**config.mk**
```make
export PLATFORM = sky130hd
export DESIGN_NAME = serial_io_unit
export DESIGN_NICKNAME = d
export VERILOG_FILES = /design/src/rtl/serial_io_pkg.sv /design/src/rtl/rate_if.sv /design/src/rtl/baud_rate_generator.sv /design/src/rtl/serial_io_unit.sv
export SDC_FILE = /design/constraint.sdc
export NUM_CORES = 1
export LEC_CHECK = 0
export ABC_AREA = 1
export BUFFER_PORTS_ARGS = -buffer_cell sky130_fd_sc_hd__buf_4
export CELL_PAD_IN_SITES_DETAIL_PLACEMENT = 1
export CELL_PAD_IN_SITES_GLOBAL_PLACEMENT = 2
export CORE_ASPECT_RATIO = 1.25
export CORE_MARGIN = 3
export CORE_UTILIZATION = 32
export CTS_CLUSTER_SIZE = 10
export DETAILED_ROUTE_END_ITERATION = 6
export GPL_TIMING_DRIVEN = 0
export HOLD_SLACK_MARGIN = 0.03
export PLACE_DENSITY_LB_ADDON = 0.12
export SYNTH_ARGS = -nofsm -noshare
export SYNTH_HDL_FRONTEND = slang
export SYNTH_SLANG_ARGS = --single-unit
```
**constraint.sdc**
```tcl
create_clock -name clk_i -period 2 [get_ports clk_i]
set_input_delay 0.2 -clock clk_i [delete_from_list [all_inputs] [get_ports clk_i]]
set_output_delay 0.2 -clock clk_i [all_outputs]
set_load 0.02 [all_outputs]
```
**src/rtl/serial_io_pkg.sv**
```systemverilog
// constants, field positions and state encodings of the serial i/o unit
package serial_io_pkg;

  // ----------------------------------------------------------------
  // register indices (byte address is four times the index)
  // ----------------------------------------------------------------
  localparam logic [5:0] IDX_DATA    = 6'h18;
  localparam logic [5:0] IDX_STATUS  = 6'h19;
  localparam logic [5:0] IDX_CONTROL = 6'h1a;
  localparam logic [5:0] IDX_FRAME   = 6'h1b;
  localparam logic [5:0] IDX_RATE    = 6'h1c;

  // ----------------------------------------------------------------
  // control register fields
  // ----------------------------------------------------------------
  localparam int CT_CSS  = 0;
  localparam int CT_SCS  = 1;
  localparam int CT_SERIAL_READY_OUT = 2;
  localparam int CT_TIC  = 3;
  localparam int CT_TE   = 4;
  localparam int CT_RE   = 5;
  localparam int CT_MODE = 6;
  localparam int CT_EN   = 7;

  // ----------------------------------------------------------------
  // frame format register fields
  // ----------------------------------------------------------------
  localparam int FM_CHAR = 0;
  localparam int FM_PARITY_ENABLE_BIT = 1;
  localparam int FM_ODD  = 2;
  localparam int FM_STOP = 3;
  localparam int FM_OD   = 4;

  // ----------------------------------------------------------------
  // reset values, fill bits and counts
  // ----------------------------------------------------------------
  localparam logic [7:0] CONTROL_RST = 8'h00;
  localparam logic [4:0] FRAME_RST   = 5'h00;
  localparam logic [7:0] RATE_RST    = 8'h00;
  localparam logic [2:0] FRAME_FILL  = 3'h7;
  localparam logic [3:0] OS_LAST     = 4'hf;
  localparam logic [3:0] OS_MID      = 4'h7;
  localparam logic [2:0] BITS8_LAST  = 3'h7;
  localparam logic [2:0] BITS7_LAST  = 3'h6;
  localparam logic [1:0] PRE_LAST    = 2'h3;
  localparam int         RATE_W      = 8;

  // ----------------------------------------------------------------
  // state encodings
  // ----------------------------------------------------------------
  typedef enum logic [4:0] {
    TX_IDLE  = 5'b00001,
    TX_START = 5'b00010,
    TX_DATA  = 5'b00100,
    TX_PAR   = 5'b01000,
    TX_STOP  = 5'b10000
  } tx_state_t;

  typedef enum logic [4:0] {
    RX_IDLE  = 5'b00001,
    RX_START = 5'b00010,
    RX_DATA  = 5'b00100,
    RX_PAR   = 5'b01000,
    RX_STOP  = 5'b10000
  } rx_state_t;

endpackage

```
**src/rtl/rate_if.sv**
```systemverilog
// interface between the unit and its baud rate generator
`timescale 1ns/10ps
interface rate_if #(parameter int WIDTH = 8);
  logic             src_div4;
  logic [WIDTH-1:0] reload;
  logic             tick;
  modport gen  (input src_div4, input reload, output tick);
  modport user (output src_div4, output reload, input tick);
endinterface

```
**src/rtl/baud_rate_generator.sv**
```systemverilog
// reloading down counter that makes the baud rate tick
`timescale 1ns/10ps
module baud_rate_generator
  import serial_io_pkg::*;
#(
  parameter int WIDTH = RATE_W
) (
  input  wire logic clk_i,
  input  wire logic rst_i,
  rate_if.gen       rate
);

  typedef struct packed {
    logic [1:0]       pre;
    logic [WIDTH-1:0] cnt;
    logic             tick;
  } gen_state_t;

  gen_state_t s;
  gen_state_t next_s;

  // prescale by four when selected, then count reload+1 source clocks
  always_comb begin
    logic src;
    src = 1'b0;
    next_s = s;
    next_s.tick = 1'b0;
    next_s.pre = 2'(s.pre + 2'h1);
    src = rate.src_div4 ? (s.pre == PRE_LAST) : 1'b1;
    if (src) begin
      if (s.cnt == '0) begin
        next_s.cnt = rate.reload;
        next_s.tick = 1'b1;
      end else begin
        next_s.cnt = WIDTH'(s.cnt - 1'b1);
      end
    end
  end

  always_ff @(posedge clk_i) begin
    if (rst_i) begin
      s <= '0;
    end else begin
      s <= next_s;
    end
  end

  assign rate.tick = s.tick;

endmodule

```
**src/rtl/serial_io_unit.sv**
```systemverilog
// serial i/o unit: uart or clock synchronous port behind a wishbone slave
//
// The Wishbone register port is this design's own decision.
`timescale 1ns/10ps
// Behaviour
// - status bit 0: transmit buffer empty
// - status bit 1: received character waiting
// - status bit 2: transmit shift finished
// - status bit 3: receive overrun seen
// - status bit 4: parity check failed
// - status bit 5: bad stop bit seen
// - status bit 6: or of three errors
// - status bit 7 reads one; writes ignored
// - control bit 0: generator source divide four
// - control bit 1: internal or external shift clock
// - control bit 2: drive serial ready pin
// - control bit 3: transmit interrupt source
// - control bit 4: transmit enable, reset clear
// - control bit 5: receive enable, reset clear
// - control bit 6: uart or synchronous mode
// - control bit 7: unit enable owns pins
// - format bit 0: seven or eight bits in uart mode; synchronous mode always eight
// - format bits 1,2: parity on, odd
// - format bit 3: one or two stops
// - format bit 4: open drain transmit pin
// - format bits 5-7 read one, unwritable
module serial_io_unit
  import serial_io_pkg::*;
(
  input  wire logic        clk_i,
  input  wire logic        rst_i,
  input  wire logic        wb_cyc_i,
  input  wire logic        wb_stb_i,
  input  wire logic        wb_we_i,
  input  wire logic [7:0]  wb_adr_i,
  input  wire logic [3:0]  wb_sel_i,
  input  wire logic [31:0] wb_dat_i,
  output logic      [31:0] wb_dat_o,
  output logic             wb_ack_o,
  input  wire logic        rxd_i,
  input  wire logic        sclk_i,
  output logic             txd_o,
  output logic             txd_oe_n_o,
  output logic             sclk_o,
  output logic             sclk_oe_n_o,
  output logic             serial_ready_o,
  output logic             serial_ready_oe_n_o,
  output logic             tx_irq_o
);

  // ----------------------------------------------------------------
  // state
  // ----------------------------------------------------------------
  typedef struct packed {
    logic        ack;
    logic [7:0]  rdat;
    logic [7:0]  ctrl;
    logic [4:0]  fmt;
    logic [7:0]  rate;
    logic [7:0]  tbuf;
    logic        tpend;
    logic        tx_buffer_empty_flag;
    logic        tx_shift_done_flag;
    tx_state_t   tst;
    logic [7:0]  tsh;
    logic [3:0]  tos;
    logic [2:0]  tbit;
    logic        tpar;
    logic        tstop;
    logic        txd;
    rx_state_t   rst_s;
    logic [7:0]  rsh;
    logic [3:0]  ros;
    logic [2:0]  rbit;
    logic        rpar;
    logic        ppend;
    logic [7:0]  rbuf;
    logic        rx_buffer_full_flag;
    logic        ovr;
    logic        perr;
    logic        ferr;
    logic [1:0]  rx_sync;
    logic [1:0]  ck_sync;
    logic        ck_prev;
    logic        sph;
    logic        sclk;
    logic        txo;
    logic        txd_oe_n;
    logic        sclk_oe_n;
    logic        serial_ready_out;
    logic        serial_ready_out_oe_n;
    logic        irq;
  } unit_state_t;

  unit_state_t s;
  unit_state_t next_s;

  rate_if #(.WIDTH(RATE_W)) rate ();

  baud_rate_generator #(.WIDTH(RATE_W)) u_gen (
    .clk_i (clk_i),
    .rst_i (rst_i),
    .rate  (rate)
  );

  assign rate.src_div4 = s.ctrl[CT_CSS];
  assign rate.reload   = s.rate;

  // ----------------------------------------------------------------
  // next state
  // ----------------------------------------------------------------
  always_comb begin
    logic [5:0] idx;
    logic       req;
    logic       wr;
    logic       rd;
    logic       en;
    logic       mode;
    logic       odd;
    logic       ck_rise;
    logic       ck_fall;
    logic       os_tick;
    logic       s_rise;
    logic       s_fall;
    logic       tx_evt;
    logic       rx_evt;
    logic       rxbit;
    logic [2:0] last;
    logic       done;
    logic       fe_now;
    logic [7:0] word;
    logic [7:0] status;
    idx = wb_adr_i[7:2];
    req = wb_cyc_i & wb_stb_i;
    wr = req & wb_we_i & s.ack & wb_sel_i[0];
    rd = req & ~wb_we_i & s.ack;
    en = s.ctrl[CT_EN];
    mode = s.ctrl[CT_MODE];
    odd = s.fmt[FM_ODD];
    ck_rise = s.ck_sync[1] & ~s.ck_prev;
    ck_fall = ~s.ck_sync[1] & s.ck_prev;
    rxbit = s.rx_sync[1];
    done = 1'b0;
    fe_now = 1'b0;
    word = s.rsh;
    status = {1'b1, s.ovr | s.perr | s.ferr, s.ferr, s.perr, s.ovr, s.tx_shift_done_flag, s.rx_buffer_full_flag, s.tx_buffer_empty_flag};
    next_s = s;

    // pin synchronisers: first stage only feeds the second
    next_s.rx_sync = {s.rx_sync[0], rxd_i};
    next_s.ck_sync = {s.ck_sync[0], sclk_i};
    next_s.ck_prev = s.ck_sync[1];

    // uart oversample tick: generator or external clock, sixteen per bit
    os_tick = s.ctrl[CT_SCS] ? ck_rise : rate.tick;

    // synchronous clock: generator/4 driven out while sending, or external
    s_rise = 1'b0;
    s_fall = 1'b0;
    if (s.ctrl[CT_SCS]) begin
      s_rise = ck_rise;
      s_fall = ck_fall;
    end else if (mode && s.tst != TX_IDLE && rate.tick) begin
      next_s.sph = ~s.sph;
      if (s.sph) begin
        next_s.sclk = ~s.sclk;
        s_rise = ~s.sclk;
        s_fall = s.sclk;
      end
    end
    if (!mode || s.tst == TX_IDLE) begin
      next_s.sclk = 1'b1; // clock idles high between characters
    end

    last = (!mode && s.fmt[FM_CHAR]) ? BITS7_LAST : BITS8_LAST;
    tx_evt = mode ? s_fall : (os_tick && s.tos == OS_LAST);
    rx_evt = mode ? s_rise : (os_tick && s.ros == OS_LAST);

    // bus answer: ack one cycle after the request, data with it
    next_s.ack = req & ~s.ack;
    next_s.rdat = 8'h00;
    if (req && !s.ack) begin
      case (idx)
        IDX_DATA:    next_s.rdat = s.rbuf;
        IDX_STATUS:  next_s.rdat = status;
        IDX_CONTROL: next_s.rdat = s.ctrl;
        IDX_FRAME:   next_s.rdat = {FRAME_FILL, s.fmt};
        IDX_RATE:    next_s.rdat = s.rate;
        default:     next_s.rdat = 8'h00;
      endcase
    end

    // reading the character empties the buffer and clears the errors
    if (rd && idx == IDX_DATA) begin
      next_s.rx_buffer_full_flag = 1'b0;
      next_s.ovr = 1'b0;
      next_s.perr = 1'b0;
      next_s.ferr = 1'b0;
    end

    // ----------------------------------------------------------------
    // transmitter
    // ----------------------------------------------------------------
    if (s.tst != TX_IDLE && os_tick) begin
      next_s.tos = 4'(s.tos + 4'h1);
    end
    case (s.tst)
      TX_IDLE: begin
        if (en && s.ctrl[CT_TE] && s.tpend) begin
          next_s.tsh = s.tbuf;
          next_s.tpend = 1'b0;
          next_s.tx_buffer_empty_flag = 1'b1;
          next_s.tx_shift_done_flag = 1'b0;
          next_s.tbit = 3'h0;
          next_s.tos = 4'h0;
          next_s.tpar = 1'b0;
          next_s.tstop = 1'b0;
          // sync mode idles high in start until the first falling clock edge
          next_s.tst = TX_START;
          next_s.txd = mode;
        end
      end
      TX_START: begin
        if (tx_evt) begin
          next_s.tst = TX_DATA;
          next_s.txd = s.tsh[0];
        end
      end
      TX_DATA: begin
        // sync mode ends on the last rising edge, so no extra clock follows
        if (mode && s_rise && s.tbit == last) begin
          next_s.tst = TX_IDLE;
          next_s.tx_shift_done_flag = 1'b1;
          next_s.txd = 1'b1;
        end else if (tx_evt) begin
          next_s.tpar = s.tpar ^ s.tsh[0];
          next_s.tsh = {1'b0, s.tsh[7:1]};
          next_s.tbit = 3'(s.tbit + 3'h1);
          next_s.txd = s.tsh[1];
          if (s.tbit == last) begin
            if (s.fmt[FM_PARITY_ENABLE_BIT]) begin
              next_s.tst = TX_PAR;
              next_s.txd = s.tpar ^ s.tsh[0] ^ odd;
            end else begin
              next_s.tst = TX_STOP;
              next_s.txd = 1'b1;
            end
          end
        end
      end
      TX_PAR: begin
        if (tx_evt) begin
          next_s.tst = TX_STOP;
          next_s.txd = 1'b1;
        end
      end
      TX_STOP: begin
        if (tx_evt) begin
          if (s.fmt[FM_STOP] && !s.tstop) begin
            next_s.tstop = 1'b1;
          end else begin
            next_s.tst = TX_IDLE;
            next_s.tx_shift_done_flag = 1'b1;
          end
        end
      end
      default: next_s.tst = TX_IDLE;
    endcase
    // disabling abandons the character in the shifter
    if (!en || !s.ctrl[CT_TE]) begin
      next_s.tst = TX_IDLE;
      next_s.txd = 1'b1;
    end

    // ----------------------------------------------------------------
    // receiver
    // ----------------------------------------------------------------
    if (s.rst_s != RX_IDLE && os_tick) begin
      next_s.ros = 4'(s.ros + 4'h1);
    end
    case (s.rst_s)
      RX_IDLE: begin
        next_s.rbit = 3'h0;
        next_s.rpar = 1'b0;
        next_s.ppend = 1'b0;
        next_s.ros = 4'h0;
        if (en && s.ctrl[CT_RE]) begin
          if (mode) begin
            next_s.rst_s = RX_DATA;
          end else if (os_tick && !rxbit) begin
            next_s.rst_s = RX_START;
          end
        end
      end
      RX_START: begin
        // recheck the start bit at its middle to reject glitches
        if (os_tick && s.ros == OS_MID) begin
          next_s.ros = 4'h0;
          next_s.rst_s = rxbit ? RX_IDLE : RX_DATA;
        end
      end
      RX_DATA: begin
        if (rx_evt) begin
          next_s.rsh = {rxbit, s.rsh[7:1]};
          next_s.rpar = s.rpar ^ rxbit;
          next_s.rbit = 3'(s.rbit + 3'h1);
          if (s.rbit == last) begin
            if (mode) begin
              done = 1'b1;
              word = {rxbit, s.rsh[7:1]};
              next_s.rst_s = RX_IDLE;
            end else begin
              next_s.rst_s = s.fmt[FM_PARITY_ENABLE_BIT] ? RX_PAR : RX_STOP;
            end
          end
        end
      end
      RX_PAR: begin
        if (rx_evt) begin
          next_s.ppend = rxbit ^ s.rpar ^ odd;
          next_s.rst_s = RX_STOP;
        end
      end
      RX_STOP: begin
        if (rx_evt) begin
          done = 1'b1;
          fe_now = ~rxbit;
          word = s.fmt[FM_CHAR] ? {1'b0, s.rsh[7:1]} : s.rsh;
          next_s.rst_s = RX_IDLE;
        end
      end
      default: next_s.rst_s = RX_IDLE;
    endcase
    if (!en || !s.ctrl[CT_RE]) begin
      next_s.rst_s = RX_IDLE;
    end
    // completion beats a same-cycle read, which frees the buffer for it
    if (done) begin
      if (s.rx_buffer_full_flag && !(rd && idx == IDX_DATA)) begin
        next_s.ovr = 1'b1;
      end else begin
        next_s.rbuf = word;
        next_s.rx_buffer_full_flag = 1'b1;
      end
      next_s.perr = next_s.perr | s.ppend;
      next_s.ferr = next_s.ferr | fe_now;
    end

    // register writes; status has no write path at all
    if (wr) begin
      case (idx)
        IDX_DATA: begin
          next_s.tbuf = wb_dat_i[7:0];
          next_s.tpend = 1'b1;
          next_s.tx_buffer_empty_flag = 1'b0;
        end
        IDX_CONTROL: next_s.ctrl = wb_dat_i[7:0];
        IDX_FRAME:   next_s.fmt = wb_dat_i[4:0];
        IDX_RATE:    next_s.rate = wb_dat_i[7:0];
        default:     next_s.rate = s.rate;
      endcase
    end

    // ----------------------------------------------------------------
    // pins: released whenever the unit is disabled
    // ----------------------------------------------------------------
    next_s.txo = s.fmt[FM_OD] ? 1'b0 : next_s.txd;
    next_s.txd_oe_n = ~en | (s.fmt[FM_OD] & next_s.txd);
    next_s.sclk_oe_n = ~(en & mode & ~s.ctrl[CT_SCS]);
    next_s.serial_ready_out = s.ctrl[CT_RE] & ~s.rx_buffer_full_flag;
    next_s.serial_ready_out_oe_n = ~(en & s.ctrl[CT_SERIAL_READY_OUT]);
    next_s.irq = en & s.ctrl[CT_TE] & (s.ctrl[CT_TIC] ? s.tx_shift_done_flag : s.tx_buffer_empty_flag);
  end

  // single register stage for the whole unit
  always_ff @(posedge clk_i) begin
    if (rst_i) begin
      s <= '0;
      s.ctrl <= CONTROL_RST;
      s.fmt <= FRAME_RST;
      s.rate <= RATE_RST;
      s.tst <= TX_IDLE;
      s.rst_s <= RX_IDLE;
      s.txd <= 1'b1;
      s.txo <= 1'b1;
      s.sclk <= 1'b1;
      s.rx_sync <= 2'h3;
      s.ck_sync <= 2'h3;
      s.ck_prev <= 1'b1;
      s.txd_oe_n <= 1'b1;
      s.sclk_oe_n <= 1'b1;
      s.serial_ready_out_oe_n <= 1'b1;
    end else begin
      s <= next_s;
    end
  end

  assign wb_dat_o = {24'h000000, s.rdat};
  assign wb_ack_o = s.ack;
  assign txd_o = s.txo;
  assign txd_oe_n_o = s.txd_oe_n;
  assign sclk_o = s.sclk;
  assign sclk_oe_n_o = s.sclk_oe_n;
  assign serial_ready_o = s.serial_ready_out;
  assign serial_ready_oe_n_o = s.serial_ready_out_oe_n;
  assign tx_irq_o = s.irq;

  // ----------------------------------------------------------------
  // checks
  // ----------------------------------------------------------------
  summary_bit_a: assert property (
    @(posedge clk_i) disable iff (rst_i)
    (wb_ack_o && wb_adr_i[7:2] == IDX_STATUS && !wb_we_i)
      |-> wb_dat_o[6] == (wb_dat_o[3] | wb_dat_o[4] | wb_dat_o[5]))
    else $error("summary error bit disagrees with error flags");

  status_top_a: assert property (
    @(posedge clk_i) disable iff (rst_i)
    (wb_ack_o && wb_adr_i[7:2] == IDX_STATUS && !wb_we_i) |-> wb_dat_o[7:0] >= 8'h80)
    else $error("status bit 7 not read as one");

  frame_fill_a: assert property (
    @(posedge clk_i) disable iff (rst_i)
    (wb_ack_o && wb_adr_i[7:2] == IDX_FRAME && !wb_we_i) |-> wb_dat_o[7:5] == 3'h7)
    else $error("format bits 5-7 not read as one");

  tx_write_a: assert property (
    @(posedge clk_i) disable iff (rst_i)
    (wb_cyc_i && wb_stb_i && wb_we_i && wb_ack_o && wb_sel_i[0]
      && wb_adr_i[7:2] == IDX_DATA) |=> !s.tx_buffer_empty_flag ##1 (s.tx_buffer_empty_flag || s.tpend))
    else $error("empty flag not cleared by a character write");

  tx_load_a: assert property (
    @(posedge clk_i) disable iff (rst_i)
    (s.tst == TX_IDLE && $past(s.tst) == TX_IDLE && s.tpend
      && s.ctrl[CT_EN] && s.ctrl[CT_TE]) |=> s.tx_buffer_empty_flag && !s.tx_shift_done_flag && s.tst != TX_IDLE)
    else $error("load did not set empty and clear completion");

  tx_off_a: assert property (
    @(posedge clk_i) disable iff (rst_i)
    !s.ctrl[CT_TE] |=> s.tst == TX_IDLE && (txd_o || txd_oe_n_o))
    else $error("transmitter active while disabled");

  rx_off_a: assert property (
    @(posedge clk_i) disable iff (rst_i)
    (!s.ctrl[CT_RE] && s.rst_s == RX_IDLE) |=> $stable(s.rx_buffer_full_flag) || !s.rx_buffer_full_flag)
    else $error("receive buffer filled while receive disabled");

  overrun_set_a: assert property (
    @(posedge clk_i) disable iff (rst_i)
    (s.rst_s == RX_STOP && $past(s.rx_buffer_full_flag) && s.rx_buffer_full_flag && s.ctrl[CT_RE] && s.ctrl[CT_EN]
      && !s.ctrl[CT_MODE] && s.ros == OS_LAST && rate.tick && !s.ctrl[CT_SCS])
      |=> s.ovr)
    else $error("overrun not flagged on full buffer");

  open_drain_a: assert property (
    @(posedge clk_i) disable iff (rst_i)
    ($past(s.fmt[FM_OD]) && !txd_oe_n_o) |-> !txd_o)
    else $error("open drain pin driven high");

  unit_off_a: assert property (
    @(posedge clk_i) disable iff (rst_i)
    !s.ctrl[CT_EN] ##1 !s.ctrl[CT_EN] |-> txd_oe_n_o && sclk_oe_n_o && serial_ready_oe_n_o)
    else $error("pins driven while unit disabled");

endmodule

```
==> results.yml <==
run_status:
  status: "complete, no violations"
die:
  io_pins: 91
  core_area_sq_um: 18900
  dieArea_sq_um: 21100
  die_w_um: 131
  die_h_um: 162
  row_count: 56
  start_util: 0.329
finish:
  n_fill_cell: 2383
  fin_cells: 1254
  fin_area_sq_um: 7740
  fin_nets: 1068
  diodes: 0
  layout-drive-gt1-share: 0.166
  area_growth_syn_to_layout_pct: 24.5
synth:
  syn_avg_cell_area_sq_um: 6.79
  seq_area_frac_synth: 0.393
  syn_inst: 915
  ys_warn_count: 0
  mappedNetlistArea_sq_um: 6210
  ys_types: 42
  synth-seq-cells: 122
timing:
  hold_viol: 0
  fin_crit_sh: 0.933
  whs_ps: 49.1
  fin_crit_ps: 1870
  tightestPinTransition_ps: 721
  max_freq_mhz: 536
  max_slew_margin: 0.519
  final_max_slew_viol_count: 0
  setup_viol: 0
  setup_slack_ps: 134
  fin_worst_skew_ps: 5.35
  rsz0062_at_grt: "true"
placement:
  place_ws_ps: -448
  gp_congestion: 0.800
  numPortBuffers: 36
  dp_cells: 1206
  hpwlAfterDp_um: 15600
  dpl_cell_area_sq_um: 6860
global_routing:
  grt_pass1_vias: 6089
  grt_pass1_wl_um: 32300
  antenna_found_initial: 0
  grt_use_total: 0.196
  overflow: 0
  grt_max_degree: 17
worst_setup_path:
  critPathLaunchType: "flip-flop"
  worstPathMaxFanout: 10
  crit_family: "simple AND/OR/NAND/NOR gates"
  cp.required_ps: 2300
  crit_path_max_incr_delay_ps: 400
  path_class: "flip-flop to flip-flop"
  crit_chain: "inv_2, nor2_2, nand2_2, o21ai_4, nand4_4, nand2_4, nand2_2, buf_2, o21ai_0, a21oi_1"
  crit_buf_inv: 2
  critPathArrivalTime_ps: 2170
  slowest_stage: "dfxtp_2"
  cpMostUsedCell: "nand2_2"
  worstSetupEndpointType: "flip-flop"
route:
  drc: 0
  firstDrtPassIters: 4
  num_vias: 6023
  ant_nets: 0
  via_per_inst: 4.80
  wl_per_cell_um: 16.1
  drt-initial-drc-count: 188
  drt_wl_total_um: 20200
cts:
  htreeDepth: 4
  cts_made_buffers: 17
  cts_tree: "yes"
  cts.root.buffer_cell: "clkbuf_16"
  clock-sinks: 122
  clockBufferDepth: 2
  path_clk_slew_ps: 50
  insertion_delay_ps: 420
power:
  vdd_drop_max_v: 0.000587
  power_density_nw_per_um2: 845
  power_leakage_uw: 0.00334
  total_power_uw: 6540
hold_path:
  hp-class: "input port to flip-flop"
flow_run:
  cap_viol_max_count: 0
cell usage after synthesis, drive strengths merged:
cell | number | area (sq um)
a22oi | 1 | 7.51
ha | 6 | 75.1
o22ai | 5 | 31.3
o32ai | 1 | 8.76
o211a | 1 | 10.0
nor3b | 1 | 7.51
or2 | 5 | 31.3
o21ai | 101 | 517
xor2 | 12 | 105
conb | 1 | 3.75
nor3 | 9 | 45.0
a311oi | 1 | 8.76
a21oi | 59 | 307
buf | 42 | 302
a31oi | 2 | 12.5
a221oi | 5 | 43.8
clkbuf | 14 | 52.6
o211ai | 2 | 15.0
a41oi | 2 | 17.5
clkinv | 5 | 20.0
nand4 | 19 | 134
nor4 | 1 | 12.5
nand2 | 207 | 807
nand3 | 56 | 290
dfxtp | 122 | 2440
nor2 | 127 | 484
o31ai | 1 | 7.51
inv | 103 | 387
a211oi | 4 | 30.0
state kept, by name, indices dropped and copies added, names as in the netlist:
name and flops:
wb_dat_o 8, u_gen.s 10, txd_o 1, txd_oe_n_o 1, rate.src_div4 1, s 83
tx_irq_o 1, sclk_o 1, u_gen.rate.tick 1, next_s 3, serial_ready_o 1, serial_ready_oe_n_o 1
wb_ack_o 1, rate.reload 8, sclk_oe_n_o 1
cell type report:
type,instances,area [sq um],area share
sequential,122,2440,0.316
timing repair buffer,54,410,0.0530
multi-input combinational,652,3190,0.413
clock inverter,9,145,0.0188
clock buffer,21,470,0.0608
tap,232,290,0.0375
inverter,108,410,0.0530
buffer,56,375,0.0485
path summary, 6_finish.rpt:
path,start,to,slack [ps],cells after the start
worst min register to register,next_s[12]$_SDFF_PP1_,s[12]$_SDFF_PP1_,410,1
worst max-delay path,s[95]$_SDFFE_PP0P_,s[39]$_SDFFE_PP0P_,130,10
worst max register to register,s[95]$_SDFFE_PP0P_,s[39]$_SDFFE_PP0P_,130,10
worst min-delay path,wb_dat_i[6],s[79]$_SDFFE_PP0P_,50,3
cell families after synthesis:
logic type | Yosys count | synth area share
compound gates | 185 | 0.163
xor+xnor | 12 | 0.0169
fa+ha+maj | 6 | 0.0121
buf+inv | 164 | 0.122
flops | 122 | 0.393
other cells | 1 | 0.000603
simple gates | 425 | 0.292
repair_timing:
| action | in CTS | in global routing |
|---|---|---|
| setup buffers | 7 | 9 |
| hold endpoints to repair | 2 | 0 |
| gates cloned | 0 | 0 |
| pin swaps | 6 | 6 |
| hold buffers | 2 | 0 |
| endpoints found under the setup margin | 51 | 42 |
| resized for setup | 13 | 31 |
metal layers:
metal	wire [um]	track usage
met1	9030	0.243
met2	10400	0.350
met3	449	0.0316
met4	281	0.0500
met5	0	0
metrics by stage:
stage	utilization	TNS (ps)
2_1_floorplan	-	0
3_3_place_gp	0.363	-13470
3_5_place_dp	0.363	-13900
4_1_cts	0.401	0
5_1_grt	0.409	-23.2
6_report	0.409	0
tightest hold or removal path: stages:
cell and delay, ps:
buf_4 100, nor2_1 40, nor2_1 80
where the power goes:
group	switching (uW)	internal, uW
clock	1070	2160
combinational	463	264
sequential	61.7	2520
total	1600	4940
cells in the final DEF, fill, tap and decap left out, types with 3 or more instances in the layout:
master,synthesis,layout
ha_1,6,6
a221oi_1,5,5
inv_1,98,94
clkbuf_16,0,17
inv_2,5,9
clkbuf_1,14,13
nand2_4,2,5
clkinv_2,1,5
nand3_1,54,54
buf_2,7,3
conb_1,1,24
a21oi_1,58,58
buf_6,2,3
nor2_4,0,4
dfxtp_1,122,121
o22ai_1,5,5
clkinv_1,4,4
nand4_1,18,18
nand2_1,199,195
nand2_2,6,7
clkbuf_4,0,4
bufinv_16,0,4
a211oi_1,4,4
o21ai_0,100,99
buf_4,32,85
clkbuf_8,0,3
xor2_1,12,12
nor2_2,3,8
nor2_1,124,115
or2_2,4,4
nor3_1,9,8
No activity file was read; power rests on OpenSTA's default activity.
